<file path="src/ebi_pkg.sv">
// Constants shared by the external memory bus master and its pin synchroniser.
// Assumes one 100 MHz clock and an active-low asynchronous reset.
package ebi_pkg;

  // ==========================================================================
  // Widths
  localparam int unsigned ADDR_PINS    = 24;
  localparam int unsigned DATA_PINS    = 32;
  localparam int unsigned LANES        = 4;
  localparam int unsigned CS_ALT_LSB   = 21;
  localparam int unsigned CS_ALT_PINS  = 3;
  localparam int unsigned SDRAM_COLS   = 9;
  localparam int unsigned HALF_DATA    = 16;

  // ==========================================================================
  // Request targets
  localparam logic [1:0] TGT_EXT       = 2'h0;
  localparam logic [1:0] TGT_SDRAM     = 2'h1;
  localparam logic [1:0] TGT_CHIP_PER  = 2'h2;
  localparam logic [1:0] TGT_CHIP_MEM  = 2'h3;

  // ==========================================================================
  // Access sizes
  localparam logic [1:0] SZ_BYTE       = 2'h0;
  localparam logic [1:0] SZ_WORD       = 2'h1;
  localparam logic [1:0] SZ_LONG       = 2'h2;

  // ==========================================================================
  // Reset and idle values
  localparam logic [3:0]  STROBE_IDLE  = 4'hf;
  localparam logic [3:0]  CAS_IDLE     = 4'h0;
  localparam logic [33:0] BUS_SYNC_RST = 34'h3_0000_0000;
  localparam logic [23:0] GPIO_SYNC_RST = 24'h00_0000;

  typedef enum logic [2:0] {
    ST_IDLE,
    ST_START,
    ST_WAIT,
    ST_INTERNAL,
    ST_RECOVER
  } ebi_state_e;

endpackage : ebi_pkg

</file>
<file path="src/ebi_master.sv">
// External memory bus master: address, data, byte strobes, output enable, direction, start.
// Assumes requests come from on-chip logic on clk; acknowledges and data arrive from pins.
`timescale 1ns/10ps

module ebi_master (
  input  wire logic        clk,                  // System clock, 100 MHz
  input  wire logic        rstn,                 // Asynchronous reset, active low
  input  wire logic        req_valid,            // Access request
  output logic             req_ready,            // Request taken when high with req_valid
  input  wire logic [31:0] req_addr,             // Internal transfer address
  input  wire logic        req_write,            // 1 write, 0 read
  input  wire logic [1:0]  req_size,             // Byte, word or longword
  input  wire logic [1:0]  req_target,           // External, SDRAM, chip peripheral, chip memory
  input  wire logic [31:0] req_wdata,            // Write data, already in lane position
  output logic             rsp_valid,            // One-cycle completion pulse
  output logic             rsp_error,            // Access error, with rsp_valid
  output logic [31:0]      rsp_rdata,            // Read data, with rsp_valid
  input  wire logic        cfg_bus16,            // External bus is 16 bits wide
  input  wire logic        cfg_cs_alt,           // Upper address pins act as selects
  input  wire logic [2:0]  cs_alt_n,             // Select levels for the upper pins
  input  wire logic [23:0] cfg_addr_gpio,        // Address pins used as general I/O
  input  wire logic [23:0] gpio_addr_out,        // General I/O out levels, address pins
  input  wire logic [23:0] gpio_addr_en,         // General I/O drive enables, address pins
  output logic [23:0]      gpio_addr_in,         // General I/O in levels, address pins
  input  wire logic [15:0] gpio_data_out,        // General I/O out levels, low data pins
  input  wire logic [15:0] gpio_data_en,         // General I/O drive enables, low data pins
  output logic [15:0]      gpio_data_in,         // General I/O in levels, low data pins
  output logic [23:0]      addr_o,               // Address pin levels
  output logic [23:0]      addr_oe,              // Address pin drive enables
  input  wire logic [23:0] addr_i,               // Address pin levels seen
  output logic [31:0]      data_o,               // Data pin levels
  output logic [31:0]      data_oe,              // Data pin drive enables
  input  wire logic [31:0] data_i,               // Data pin levels seen
  output logic [3:0]       byte_lane_strobe_n,   // Lane strobes, column strobes for SDRAM
  output logic             read_enable_n,        // External read output enable, active low
  output logic             read_not_write,       // Direction: 1 read, 0 write
  output logic             transfer_begin_n,     // Transfer start, active low
  input  wire logic        transfer_ack_n,       // Transfer acknowledge, active low
  input  wire logic        transfer_error_ack_n  // Transfer error acknowledge, active low
);

  ebi_pkg::ebi_state_e state_q;
  logic [31:0]         addr_q;
  logic                write_q;
  logic [1:0]          target_q;
  logic [3:0]          mask_q;
  logic [31:0]         wdata_q;
  logic [33:0]         bus_sync;
  logic                ack_s_n;
  logic                err_s_n;
  logic                in_cycle;
  logic                sdram;
  logic [23:0]         addr_fn;

  // ==========================================================================
  // Lane mask: bit k is strobe k, strobe 0 the most significant lane
  function automatic logic [3:0] lane_mask(input logic [1:0] size, input logic [1:0] a, input logic bus16);
    logic [3:0] m;
    m = 4'h0;
    if (bus16)
    begin
      unique case (size)
        ebi_pkg::SZ_BYTE: m = a[0] ? 4'h2 : 4'h1;
        default:          m = 4'h3;
      endcase
    end
    else
    begin
      unique case (size)
        ebi_pkg::SZ_BYTE: m = 4'h1 << a;
        ebi_pkg::SZ_WORD: m = a[1] ? 4'hc : 4'h3;
        default:          m = 4'hf;
      endcase
    end
    return m;
  endfunction : lane_mask

  // ==========================================================================
  // Pin input synchronisers
  ebi_pin_sync #(
    .WIDTH     (34),
    .RESET_VAL (ebi_pkg::BUS_SYNC_RST)
  ) u_bus_sync (
    .clk    (clk),
    .rstn   (rstn),
    .pin_i  ({transfer_error_ack_n, transfer_ack_n, data_i}),
    .sync_o (bus_sync)
  );

  ebi_pin_sync #(
    .WIDTH     (24),
    .RESET_VAL (ebi_pkg::GPIO_SYNC_RST)
  ) u_gpio_sync (
    .clk    (clk),
    .rstn   (rstn),
    .pin_i  (addr_i),
    .sync_o (gpio_addr_in)
  );

  assign ack_s_n      = bus_sync[32];
  assign err_s_n      = bus_sync[33];
  assign gpio_data_in = bus_sync[15:0];

  // ==========================================================================
  // Sequencer
  assign req_ready = (state_q == ebi_pkg::ST_IDLE);

  always_ff @(posedge clk or negedge rstn)
  begin
    if (!rstn)
      state_q <= ebi_pkg::ST_IDLE;
    else
    begin
      unique case (state_q)
        ebi_pkg::ST_IDLE:
        begin
          if (req_valid)
          begin
            unique case (req_target)
              ebi_pkg::TGT_CHIP_MEM: state_q <= ebi_pkg::ST_IDLE;
              ebi_pkg::TGT_CHIP_PER: state_q <= ebi_pkg::ST_INTERNAL;
              default:               state_q <= ebi_pkg::ST_START;
            endcase
          end
        end
        ebi_pkg::ST_START:    state_q <= ebi_pkg::ST_WAIT;
        ebi_pkg::ST_WAIT:
        begin
          if (!err_s_n || !ack_s_n)
            state_q <= ebi_pkg::ST_RECOVER;
        end
        ebi_pkg::ST_INTERNAL: state_q <= ebi_pkg::ST_IDLE;
        ebi_pkg::ST_RECOVER:
        begin
          if (ack_s_n && err_s_n)
            state_q <= ebi_pkg::ST_IDLE;
        end
      endcase
    end
  end

  // ==========================================================================
  // Request capture
  always_ff @(posedge clk or negedge rstn)
  begin
    if (!rstn)
    begin
      addr_q   <= 32'h0000_0000;
      write_q  <= 1'b0;
      target_q <= ebi_pkg::TGT_EXT;
      mask_q   <= 4'h0;
      wdata_q  <= 32'h0000_0000;
    end
    else if (req_valid && req_ready)
    begin
      addr_q   <= req_addr;
      write_q  <= req_write;
      target_q <= req_target;
      mask_q   <= lane_mask(req_size, req_addr[1:0], cfg_bus16);
      wdata_q  <= req_wdata;
    end
  end

  // ==========================================================================
  // Completion
  always_ff @(posedge clk or negedge rstn)
  begin
    if (!rstn)
    begin
      rsp_valid <= 1'b0;
      rsp_error <= 1'b0;
      rsp_rdata <= 32'h0000_0000;
    end
    else
    begin
      rsp_valid <= 1'b0;
      rsp_error <= 1'b0;
      if (state_q == ebi_pkg::ST_IDLE && req_valid && req_target == ebi_pkg::TGT_CHIP_MEM)
        rsp_valid <= 1'b1;
      else if (state_q == ebi_pkg::ST_INTERNAL)
        rsp_valid <= 1'b1;
      else if (state_q == ebi_pkg::ST_WAIT && !err_s_n)
      begin
        rsp_valid <= 1'b1;
        rsp_error <= 1'b1;
      end
      else if (state_q == ebi_pkg::ST_WAIT && !ack_s_n)
      begin
        rsp_valid <= 1'b1;
        if (!write_q)
          rsp_rdata <= bus_sync[31:0];
      end
    end
  end

  // ==========================================================================
  // Bus control pins
  assign in_cycle = (state_q == ebi_pkg::ST_START) || (state_q == ebi_pkg::ST_WAIT);
  assign sdram    = (target_q == ebi_pkg::TGT_SDRAM);

  assign transfer_begin_n = !(state_q == ebi_pkg::ST_START);
  assign read_enable_n    = !(in_cycle && !write_q);
  assign read_not_write   = in_cycle ? !write_q : 1'b1;

  always_comb
  begin
    byte_lane_strobe_n = ebi_pkg::STROBE_IDLE;
    if (in_cycle && sdram)
      byte_lane_strobe_n = (state_q == ebi_pkg::ST_WAIT) ? mask_q : ebi_pkg::CAS_IDLE;
    else if (in_cycle || state_q == ebi_pkg::ST_INTERNAL)
      byte_lane_strobe_n = ~mask_q;
  end

  // ==========================================================================
  // Address pins
  always_comb
  begin
    addr_fn = addr_q[23:0];
    if (sdram && state_q == ebi_pkg::ST_START)
      addr_fn = {9'h000, addr_q[23:ebi_pkg::SDRAM_COLS]};
    else if (sdram)
      addr_fn = {15'h0000, addr_q[ebi_pkg::SDRAM_COLS-1:0]};
  end

  for (genvar i = 0; i < ebi_pkg::ADDR_PINS; i++)
  begin : g_addr
    if (i >= ebi_pkg::CS_ALT_LSB)
    begin : g_alt
      assign addr_o[i]  = cfg_cs_alt ? cs_alt_n[i-ebi_pkg::CS_ALT_LSB] :
                          cfg_addr_gpio[i] ? gpio_addr_out[i] : addr_fn[i];
      assign addr_oe[i] = cfg_cs_alt ? 1'b1 :
                          cfg_addr_gpio[i] ? gpio_addr_en[i] : in_cycle;
    end
    else
    begin : g_plain
      assign addr_o[i]  = cfg_addr_gpio[i] ? gpio_addr_out[i] : addr_fn[i];
      assign addr_oe[i] = cfg_addr_gpio[i] ? gpio_addr_en[i] : in_cycle;
    end
  end

  // ==========================================================================
  // Data pins
  assign data_o[31:16]  = wdata_q[31:16];
  assign data_oe[31:16] = {16{in_cycle && write_q}};
  assign data_o[15:0]   = cfg_bus16 ? gpio_data_out : wdata_q[15:0];
  assign data_oe[15:0]  = cfg_bus16 ? gpio_data_en : {16{in_cycle && write_q}};

endmodule : ebi_master

</file>
<file path="src/ebi_pin_sync.sv">
// Three-stage synchroniser for pin inputs with an agreement filter.
// Assumes the input is asynchronous to clk; output follows once stages 2 and 3 agree.
`timescale 1ns/10ps

module ebi_pin_sync #(
  parameter int unsigned      WIDTH     = 1,
  parameter logic [WIDTH-1:0] RESET_VAL = '0
) (
  input  wire logic             clk,    // System clock
  input  wire logic             rstn,   // Asynchronous reset, active low
  input  wire logic [WIDTH-1:0] pin_i,  // Raw pin levels
  output logic      [WIDTH-1:0] sync_o  // Filtered levels
);

  logic [WIDTH-1:0] s1_q;
  logic [WIDTH-1:0] s2_q;
  logic [WIDTH-1:0] s3_q;

  // ==========================================================================
  // Stage chain
  always_ff @(posedge clk or negedge rstn)
  begin
    if (!rstn)
    begin
      s1_q <= RESET_VAL;
      s2_q <= RESET_VAL;
      s3_q <= RESET_VAL;
    end
    else
    begin
      s1_q <= pin_i;
      s2_q <= s1_q;
      s3_q <= s2_q;
    end
  end

  // ==========================================================================
  // Agreement filter: a bit moves only when stages 2 and 3 match
  always_ff @(posedge clk or negedge rstn)
  begin
    if (!rstn)
      sync_o <= RESET_VAL;
    else
      sync_o <= (s2_q & s3_q) | (sync_o & (s2_q ^ s3_q));
  end

endmodule : ebi_pin_sync

</file>
<file path="config.mk">
export PLATFORM = sky130hd
export DESIGN_NAME = ebi_master
export DESIGN_NICKNAME = d
export VERILOG_FILES = /design/src/ebi_pkg.sv /design/src/ebi_master.sv /design/src/ebi_pin_sync.sv
export SDC_FILE = /design/constraint.sdc
export NUM_CORES = 1
export LEC_CHECK = 0
export BUFFER_PORTS_ARGS = -buffer_cell sky130_fd_sc_hd__buf_2
export CORE_AREA = 4 4 168 170
export DETAILED_ROUTE_END_ITERATION = 10
export DIE_AREA = 0 0 172 174
export GPL_ROUTABILITY_DRIVEN = 0
export PLACE_DENSITY = 0.75
export SYNTH_ARGS = -nofsm -noshare
export SYNTH_HDL_FRONTEND = slang
export SYNTH_SLANG_ARGS = --single-unit
</file>
<file path="constraint.sdc">
create_clock -name clk -period 2 [get_ports clk]
set_input_delay 0.2 -clock clk [delete_from_list [all_inputs] [get_ports clk]]
set_output_delay 0.2 -clock clk [all_outputs]
set_load 0.01 [all_outputs]
</file>
After elaboration in Yosys (flattened, before gate mapping):

Cells that the tools add are included.

* register bits: 332
* latch bits: 0
* RAM bits: 0
* ROM bits: 0
* bits of input ports: 239
* output and inout bits: 194
* word-level logic and storage cells: 142
* memories: 0

* $add $sub $neg: 0
* multipliers: 0
* divide/modulo/power cells: 0
* $lt $le $gt $ge: 0
* eq/ne operators: 11
* shifts and indexed selects: 1
* mux-type cells: 79
* bitwise logic cells: 13
* reduce and logical (&&, ||, !) cells: 21

Operator list (number)
* $and A34 B34 Y34: 2
* $mux W1: 62
* $and A24 B24 Y24: 2
* $mux W24: 2
* $or A34 B34 Y34: 1
* $xor A34 B34 Y34: 1
* $mux W16: 2
* $or A24 B24 Y24: 1
* $xor A24 B24 Y24: 1
* $mux W4: 5
* $pmux W3 S5: 1
* $logic_and A1 B1 Y1: 9
* $mux W3: 3
* $pmux W4 S2: 1
* $eq A3 B2 Y1 const B: 2
* $ne A2 B2 Y1 const B: 3
* $logic_not A1 Y1: 5
* $reduce_and A5 Y1: 1
* $eq A2 B1 Y1 const B: 2
* $eq A2 B2 Y1 const B: 2
* $mux W2: 2
* $not A1 Y1: 4
* $not A4 Y4: 1
* $pmux W2 S2: 1
* other kinds (7): 9

Logic depth before layout (Yosys ltp):

Gate-level depths: netlist of the first run.

* word-level depth: 6
* gate-level depth with buffers: 6
* mapped depth without buffers: 4

By module:

Synthesis of the first run repeated with hierarchy kept, for this count alone.

* cells, all modules: 828
* area total of the unflattened synthesis: 12253.0 µm²

By module, submodules not included
* ebi_master: times used 1, cells each 480, area an instance 5276.3 µm², sequential area each 2502.4 µm²
* ebi_pin_sync at u_bus_sync: times used 1, cells each 204, area an instance 4093.9 µm², sequential area each 3413.3 µm²
* ebi_pin_sync at u_gpio_sync: times used 1, cells each 144, area an instance 2882.8 µm², sequential area each 2402.3 µm²

Worst setup path after synthesis of the first run:

OpenSTA, ideal clock, no wires.

* kind: reg2out
* start point: register state_q[1]
* end point: output port data_oe[17]
* arrival: 1.586 ns
* data required time: 1.800 ns
* slack: 0.214 ns
* stages on the path, launching flop included: 6
* buffers on the path: 2
* path through: dfrtp_1 buf_4 xnor2_1 or3_1 inv_1 buf_4

* cells in the longest elaborated chain, start to end: 3
* elaborated cells between the ends (all ways): 4
* those cells by class: eq/ne: 2; reduce/logical: 2

Ends and longest elaborated chain
* start, declared: line ebi_master.sv:42 `ebi_pkg::ebi_state_e state_q;`
* start signal, assigned: line ebi_master.sv:111 `state_q <= ebi_pkg::ST_IDLE;`
* start signal, assigned: line ebi_master.sv:120 `ebi_pkg::TGT_CHIP_MEM: state_q <= ebi_pkg::ST_IDLE;`
* start signal, assigned: line ebi_master.sv:121 `ebi_pkg::TGT_CHIP_PER: state_q <= ebi_pkg::ST_INTERNAL;`
* $eq A3 B1 Y1 / $eq A3 B2 Y1 (equally long branches): line ebi_master.sv:198 `assign in_cycle = (state_q == ebi_pkg::ST_START) || (state_q == ebi_pkg::ST_WAIT);`
* $logic_or A1 B1 Y1 (*): line ebi_master.sv:198
* $logic_and A1 B1 Y1 (*): line ebi_master.sv:244 `assign data_oe[31:16] = {16{in_cycle && write_q}};`
* end, declared: line ebi_master.sv:32 `output logic [31:0] data_oe,`

Mark *: on every way between the ends. The rest lies on a longest branch, timed or not.

Final worst setup path of the first run:

* start point: register state_q[0]
* end point: output port data_oe[17]

Same word-level chain as after synthesis.

==> results of run 1 <==
## final cells by class
cell class                 instances  area [sq um]  area share, %
antenna                            7          17.5         0.0980
clock buffer                      52          1090           6.10
clock inverter                     7          63.8          0.357
inverter                           6          26.3          0.147
multi-input combinational        432          3760           21.0
sequential                       332          8320           46.5
tap                              341           427           2.39
timing repair buffer             596          4160           23.3
timing repair inverter             1          7.51         0.0420
## stage by stage
step           power, uW  TNS [ps]  cell area [sq um]
3_5_place_dp       14700         0              14800
4_1_cts            21800     -9540              17400
6_report           23000    -12140              17900
3_3_place_gp       14500         0              14800
2_1_floorplan      12500         0              12400
5_1_grt            24100    -19120              17900
## cell usage in the layout, fill, tap and decap left out, types with 29 or more instances in the layout
master         netlist  routed
nand2_1             41      41
mux2_4               0      29
buf_6                2      34
ha_1                58      58
dlygate4sd3_1        0     119
clkbuf_16            0      42
buf_2               11     400
dfrtp_1            324     321
mux2_2              85      79
a21o_1              74      74
## how the worst max path moves through the flow
stage	endpoint	slack (ps)	cells past startpoint
2_1_floorplan	data_oe[17]	210	5
3_3_place_gp	data_oe[26]	160	5
3_5_place_dp	data_oe[17]	90	5
4_1_cts	data_oe[15]	-270	7
5_1_grt	addr_o[4]	-280	7
6_report	data_oe[17]	-260	5
## routing by layer
layer  track usage [%]  vias to the layer above  wire, microns
li1                  -                     4031              -
met2              38.1                      423          18800
met4              7.21                        2           1230
met1              26.5                     4542          13600
met5                 0                        -             16
met3              5.59                       97           2440
## worst max-delay path: stages, from the launching register on
cell        delay, ps
dfrtp_2           430
xnor2_2           150
buf_4             150
or3_4             400
clkinvlp_4        260
buf_6             150
## registers in the layout, summed over array words and instances (netlist names), 32 cells and up
name and flops:
rsp_rdata 32, wdata_q 32, u_bus_sync.s3_q 34, u_bus_sync.s1_q 34, u_bus_sync.sync_o 34, u_bus_sync.s2_q 34
## power by group through the flow
stage          clock network [uW]  registers, uW  logic [uW]
2_1_floorplan                   0           8870        3600
3_3_place_gp                    0           8870        5620
3_5_place_dp                    0           8920        5780
4_1_cts                      6500           8820        6520
5_1_grt                      6800           9040        8260
6_report                     6360           8900        7740
## timing repair
action	4_1_cts	5_1_grt
endpoints found under the hold margin	171	0
hold buffers	119	0
gates cloned	3	10
setup buffers	7	4
pin swaps	24	8
setup endpoints to repair	79	140
gates resized for setup	48	89
## cell families after synthesis
| group | share of synthesized area, % |
|---|---|
| compound gates | 9.04 |
| buf+inv | 4.23 |
| flops | 67.1 |
| xor+xnor | 0.141 |
| mux | 9.82 |
| fa+ha+maj | 5.86 |
| simple gates | 3.78 |
==> results.ini, run 1 <==
[status]
status = complete, but fails checks
violations = negative setup slack

[floorplanning]
io_pins = 433
rows = 60
core_sq_um = 26700
die_h_microns = 174
initial_core_util_pct = 46.4
dieArea_sq_um = 29900
die_w_microns = 172

[power]
vdd_drop_max_v = 0.000741
switching_power_uw = 7210
p_clk_share_pct = 27.7
combinationalPowerShare_pct = 33.6
pwr-share-seq_pct = 38.7
powerDensity_nw_per_um2 = 1290
p_int_uw = 15800
p_leak_uw = 0.00912
swShare_pct = 31.3

[synthesis]
yosysTopAreaCell = dfrtp_1
ys.flop_type = dfrtp_1
synth_cell_type_count = 38
yosysMostFrequentCell = dfrtp_1
synthesis.nets = 1142
syn-instance-count = 845
synthArstFlopShare_pct = 100
avgSynthCellArea_sq_um = 14.7
netlist.area_leader.share_pct = 65.4
synth_seq_cells = 332
syn_area_sq_um = 12400
synth.area.top_cells = dfrtp_1 65%, mux2_2 7.7%, ha_1 5.9%, a21o_1 4.5%, buf_4 3.1%
ys_seq_area_share_pct = 67.1
synth_edf_count = 0
yosysWarnings = 0
synth_commonest_cells = 324 x dfrtp_1, 85 x mux2_2, 74 x a21o_1

[worst_setup_path]
end_kind = output port
startpoint = state_q[0]$_DFFE_PN0P_
required_ps = 1800
r2r_cells = 7
critPathKind = reg -> out
start_kind = flop
rr_endpoint = wdata_q[17]$_DFFE_PN0P_
r2r_start = state_q[1]$_DFFE_PN0P_
cp.arrival_ps = 2060
cp_max_fo = 8
rrSetupSlack_ps = -140

[detailed_routing]
routed_via_density = 5.13
routed-via-count = 9095
initialDrtViolationCount = 717
drtAntennaViolNets = 0
drc = 0
first_pass_iters = 5
wire_per_inst_microns = 20.4
wl_microns = 36100

[timing]
fin_crit_sh_pct = 113
max_freq_mhz = 443
hold_violations = 0
setup_ws_ps = -256
final-setup-viol-count = 116
relSlewSlack_pct = 66.3
fin_crit_ps = 2260
rsz0062_at_grt = true
finalMaxSlewViolations = 0
fin_skew_ps = 17.8
worst_slew_pin_slew_ps = 505
whs_ps = 91.2

[place]
pre_cts_slack_ps = 92.4
post-dp-hpwl_microns = 22600
portBuffers = 424
dpl.cell_count = 1565

[cts]
clk_latency_ps = 500
clock_sinks = 332
clkTransAtPathRegs_ps = 60
cts_tree = built
cts_max_level = 2
cts_buffers = 35
cts_buffer_depth = 3
root_buffer = clkbuf_16

[cells_and_area]
fill_cells = 1805
syn_to_final_growth_pct = 44.3
final_cells = 1774
final_nets = 1701
final_util_pct = 66.9
drive_above_1_share_pct = 47.7

[grt]
antenna_found_initial = 8
grt_pass1_wl_microns = 52100
grtUsageTotal_pct = 21.9
grt_max_degree = 68
overflow = 0
grt_pass1_vias = 9752

[hold_path]
whs_path_depth = 3
min-delay-start = req_size[0]
hp-class = in -> reg
min_to = mask_q[0]$_DFFE_PN0P_

[job]
drv_cap = 0

(Power assumes the default switching activity.)
==> run 2, diff against run 1 <==
--- a/config.mk
+++ b/config.mk
@@ -10,6 +10,7 @@
 export DETAILED_ROUTE_END_ITERATION = 10
 export DIE_AREA = 0 0 172 174
 export GPL_ROUTABILITY_DRIVEN = 0
+export MAX_ROUTING_LAYER = met4
 export PLACE_DENSITY = 0.75
 export SYNTH_ARGS = -nofsm -noshare
 export SYNTH_HDL_FRONTEND = slang
==> constraint.sdc (replaced) <==
create_clock -name clk -period 2 [get_ports clk]
set_input_delay 0.2 -clock clk [delete_from_list [all_inputs] [get_ports clk]]
set_output_delay 0.2 -clock clk [all_outputs]
set_load 0.05 [all_outputs]
==> run 2 against run 1 <==
Net effect:
- the flow still finishes with violations (negative setup slack)
- cell count is 1.4% lower
- combinational power is 54% higher
- sequential power hardly changed
- global-route usage is 0.15 points lower
==> results.ini, run 2 (synthesized netlist as in run 1, its figures left out) <==
[cells_and_area]
final_cells = 1749  ; was 1774
final_nets = 1678  ; was 1701
regArea_sq_um = 8320  ; unchanged
drive_above_1_share_pct = 47.9  ; was 47.7%
final_common_cell = buf_2  ; unchanged
syn_to_final_growth_pct = 45.8  ; was 44.3%
multiInputGateArea_sq_um = 3880  ; was 3760 sq um
fill_cells = 1806  ; was 1805
most-common-layout-cells = 338 x buf_2, 321 x dfrtp_1, 119 x dlygate4sd3_1  ; was 400 x buf_2, 321 x dfrtp_1, 119 x dlygate4sd3_1

[timing]
rsz0062_at_grt = true  ; unchanged
worst_slew_pin_slew_ps = 542  ; was 505 ps
setup_total_negative_slack_ps = -8980  ; was -12140 ps
fin_crit_sh_pct = 109  ; was 113%
relSlewSlack_pct = 63.9  ; was 66.3%
fin_crit_ps = 2180  ; was 2260 ps
max_freq_mhz = 459  ; was 443 MHz
finalMaxSlewViolations = 0  ; unchanged
hold_violations = 0  ; unchanged
fin_skew_ps = 14.0  ; was 17.8 ps
final-setup-viol-count = 72  ; was 116
setup_ws_ps = -179  ; was -256 ps

[worst_setup_path]
critPathKind = reg -> out  ; unchanged
start_kind = flop  ; unchanged
crit_path_top_delay_cell = dfrtp_2  ; unchanged
cp.arrival_ps = 1980  ; was 2060 ps
cp_max_fo = 24  ; was 8
slowest_delay_ps = 460  ; was 430 ps
crit_chain = xnor2_2 -> or2_1 -> buf_12 -> o21ai_2 -> buf_6  ; was xnor2_2 -> buf_4 -> or3_4 -> clkinvlp_4 -> buf_6
end_kind = output port  ; unchanged
required_ps = 1800  ; about the same

[power]
powerDensity_nw_per_um2 = 1500  ; was 1290 nW/um^2
vdd_drop_max_v = 0.00138  ; was 0.000741 V
p_leak_uw = 0.00904  ; was 0.00912 uW

[cts]
clock_sinks = 332  ; unchanged
cts_buffer_depth = 3  ; unchanged
clk_latency_ps = 500  ; about the same
cts_buffers = 35  ; unchanged
clkTransAtPathRegs_ps = 60  ; about the same
cts_max_level = 2  ; unchanged
root_buffer = clkbuf_16  ; unchanged
cts_tree = built  ; unchanged

[detailed_routing]
routed_via_density = 5.03  ; was 5.13
wire_per_inst_microns = 18.6  ; was 20.4 microns
routed-via-count = 8794  ; was 9095
initialDrtViolationCount = 435  ; was 717
wl_microns = 32500  ; was 36100 microns
first_pass_iters = 5  ; unchanged
drc = 0  ; unchanged
drtAntennaViolNets = 0  ; unchanged

[grt]
grt_pass1_vias = 9350  ; was 9752
grtUsageTotal_pct = 21.8  ; was 21.9%
grt_pass1_wl_microns = 50300  ; was 52100 microns
antenna_found_initial = 2  ; was 8
grt_max_degree = 67  ; was 68
overflow = 0  ; unchanged

[floorplanning]
rows = 60  ; unchanged
die_h_microns = 174  ; unchanged
io_pins = 433  ; unchanged
dieArea_sq_um = 29900  ; unchanged
initial_core_util_pct = 46.4  ; unchanged
die_w_microns = 172  ; unchanged
core_sq_um = 26700  ; unchanged

[status]
violations = negative setup slack  ; unchanged
status = complete, but fails checks  ; unchanged

[place]
dpl.cell_count = 1558  ; was 1565
post-dp-hpwl_microns = 21400  ; was 22600 microns
portBuffers = 424  ; unchanged

[job]
drv_cap = 0  ; unchanged

[hold_path]
hp-class = in -> reg  ; unchanged

-- run 2: cell types whose count changed in the layout (fill, tap and decap cells not counted), moves of 13 or more --
cell,before,now
mux2_1,0,23
buf_2,400,338
o21ai_2,7,20
o21ai_0,19,5
mux2_4,29,0
buf_6,34,64
-- run 2: metrics by stage --
step / total power, uW / utilization (%) / instance area, sq um / setup slack [ps] / hold slack [ps]
2_1_floorplan: 16800 / - / 12500 / -78.6 / -95.6
3_5_place_dp: 19200 / 55.9 / 14900 / 122 / 193
3_3_place_gp: 18900 / 55.9 / 14900 / 146 / 193
6_report: 27100 / 67.6 / 18100 / -179 / 89.4
4_1_cts: 26600 / 66.5 / 17800 / -183 / 55.3
5_1_grt: 28300 / 67.6 / 18100 / -232 / 85.6
-- run 2: repair_timing --
action,CTS,global route
gates cloned,0,1
setup endpoints to repair,84,85
buffers inserted,5,2
hold buffers,119,0
gates resized for setup,147,70
pin swaps,0,3
hold endpoints to repair,174,0
-- run 2: worst paths after layout --
check,from,endpoint,slack (ps),depth (start not counted)
setup / recovery,state_q[1]$_DFFE_PN0P_,addr_oe[6],-180,5
hold / removal,req_valid,state_q[1]$_DFFE_PN0P_,90,3
setup reg to reg,state_q[2]$_DFFE_PN0P_,wdata_q[26]$_DFFE_PN0P_,100,5
hold reg to reg,u_bus_sync.s1_q[0]$_DFF_PN0_,u_bus_sync.s2_q[0]$_DFF_PN0_,340,0
max in group asynchronous,rstn,u_bus_sync.sync_o[33]$_DFF_PN1_,1070,3
min in group asynchronous,rstn,u_gpio_sync.s1_q[16]$_DFF_PN0_,230,2
-- run 2: routing by layer --
layer  global-route usage (%)  up-vias  part of all wire, %
met1                     27.3     4322                   39
li1                         -     3992                    -
met5                        -        -                    0
met3                     4.69       89                  7.0
met4                     6.62        0                  3.1
met2                     35.6      391                   51
-- run 2: layout make-up --
type	instances	share of cell area, %
sequential	332	46.1
timing repair buffer	574	23.5
multi-input combinational	432	21.5
clock buffer	50	5.72
tap	341	2.36
clock inverter	13	0.637
inverter	6	0.208
antenna	1	0.0139
-- run 2: power breakdown --
| part | switching [uW] | internal [uW] |
|---|---|---|
| clock network | 2560 | 3750 |
| logic | 7850 | 4050 |
| registers | 849 | 8050 |
| total | 11300 | 15900 |
-- run 2: worst max-delay path: cells and delay by family (launching register included) --
kind	cells	cell delay, ps
AND/OR/NAND/NOR	1	260
flip-flops	1	460
buffers and inverters	2	370
XOR/XNOR	1	190
AO/OA/AOI/OAI	1	170
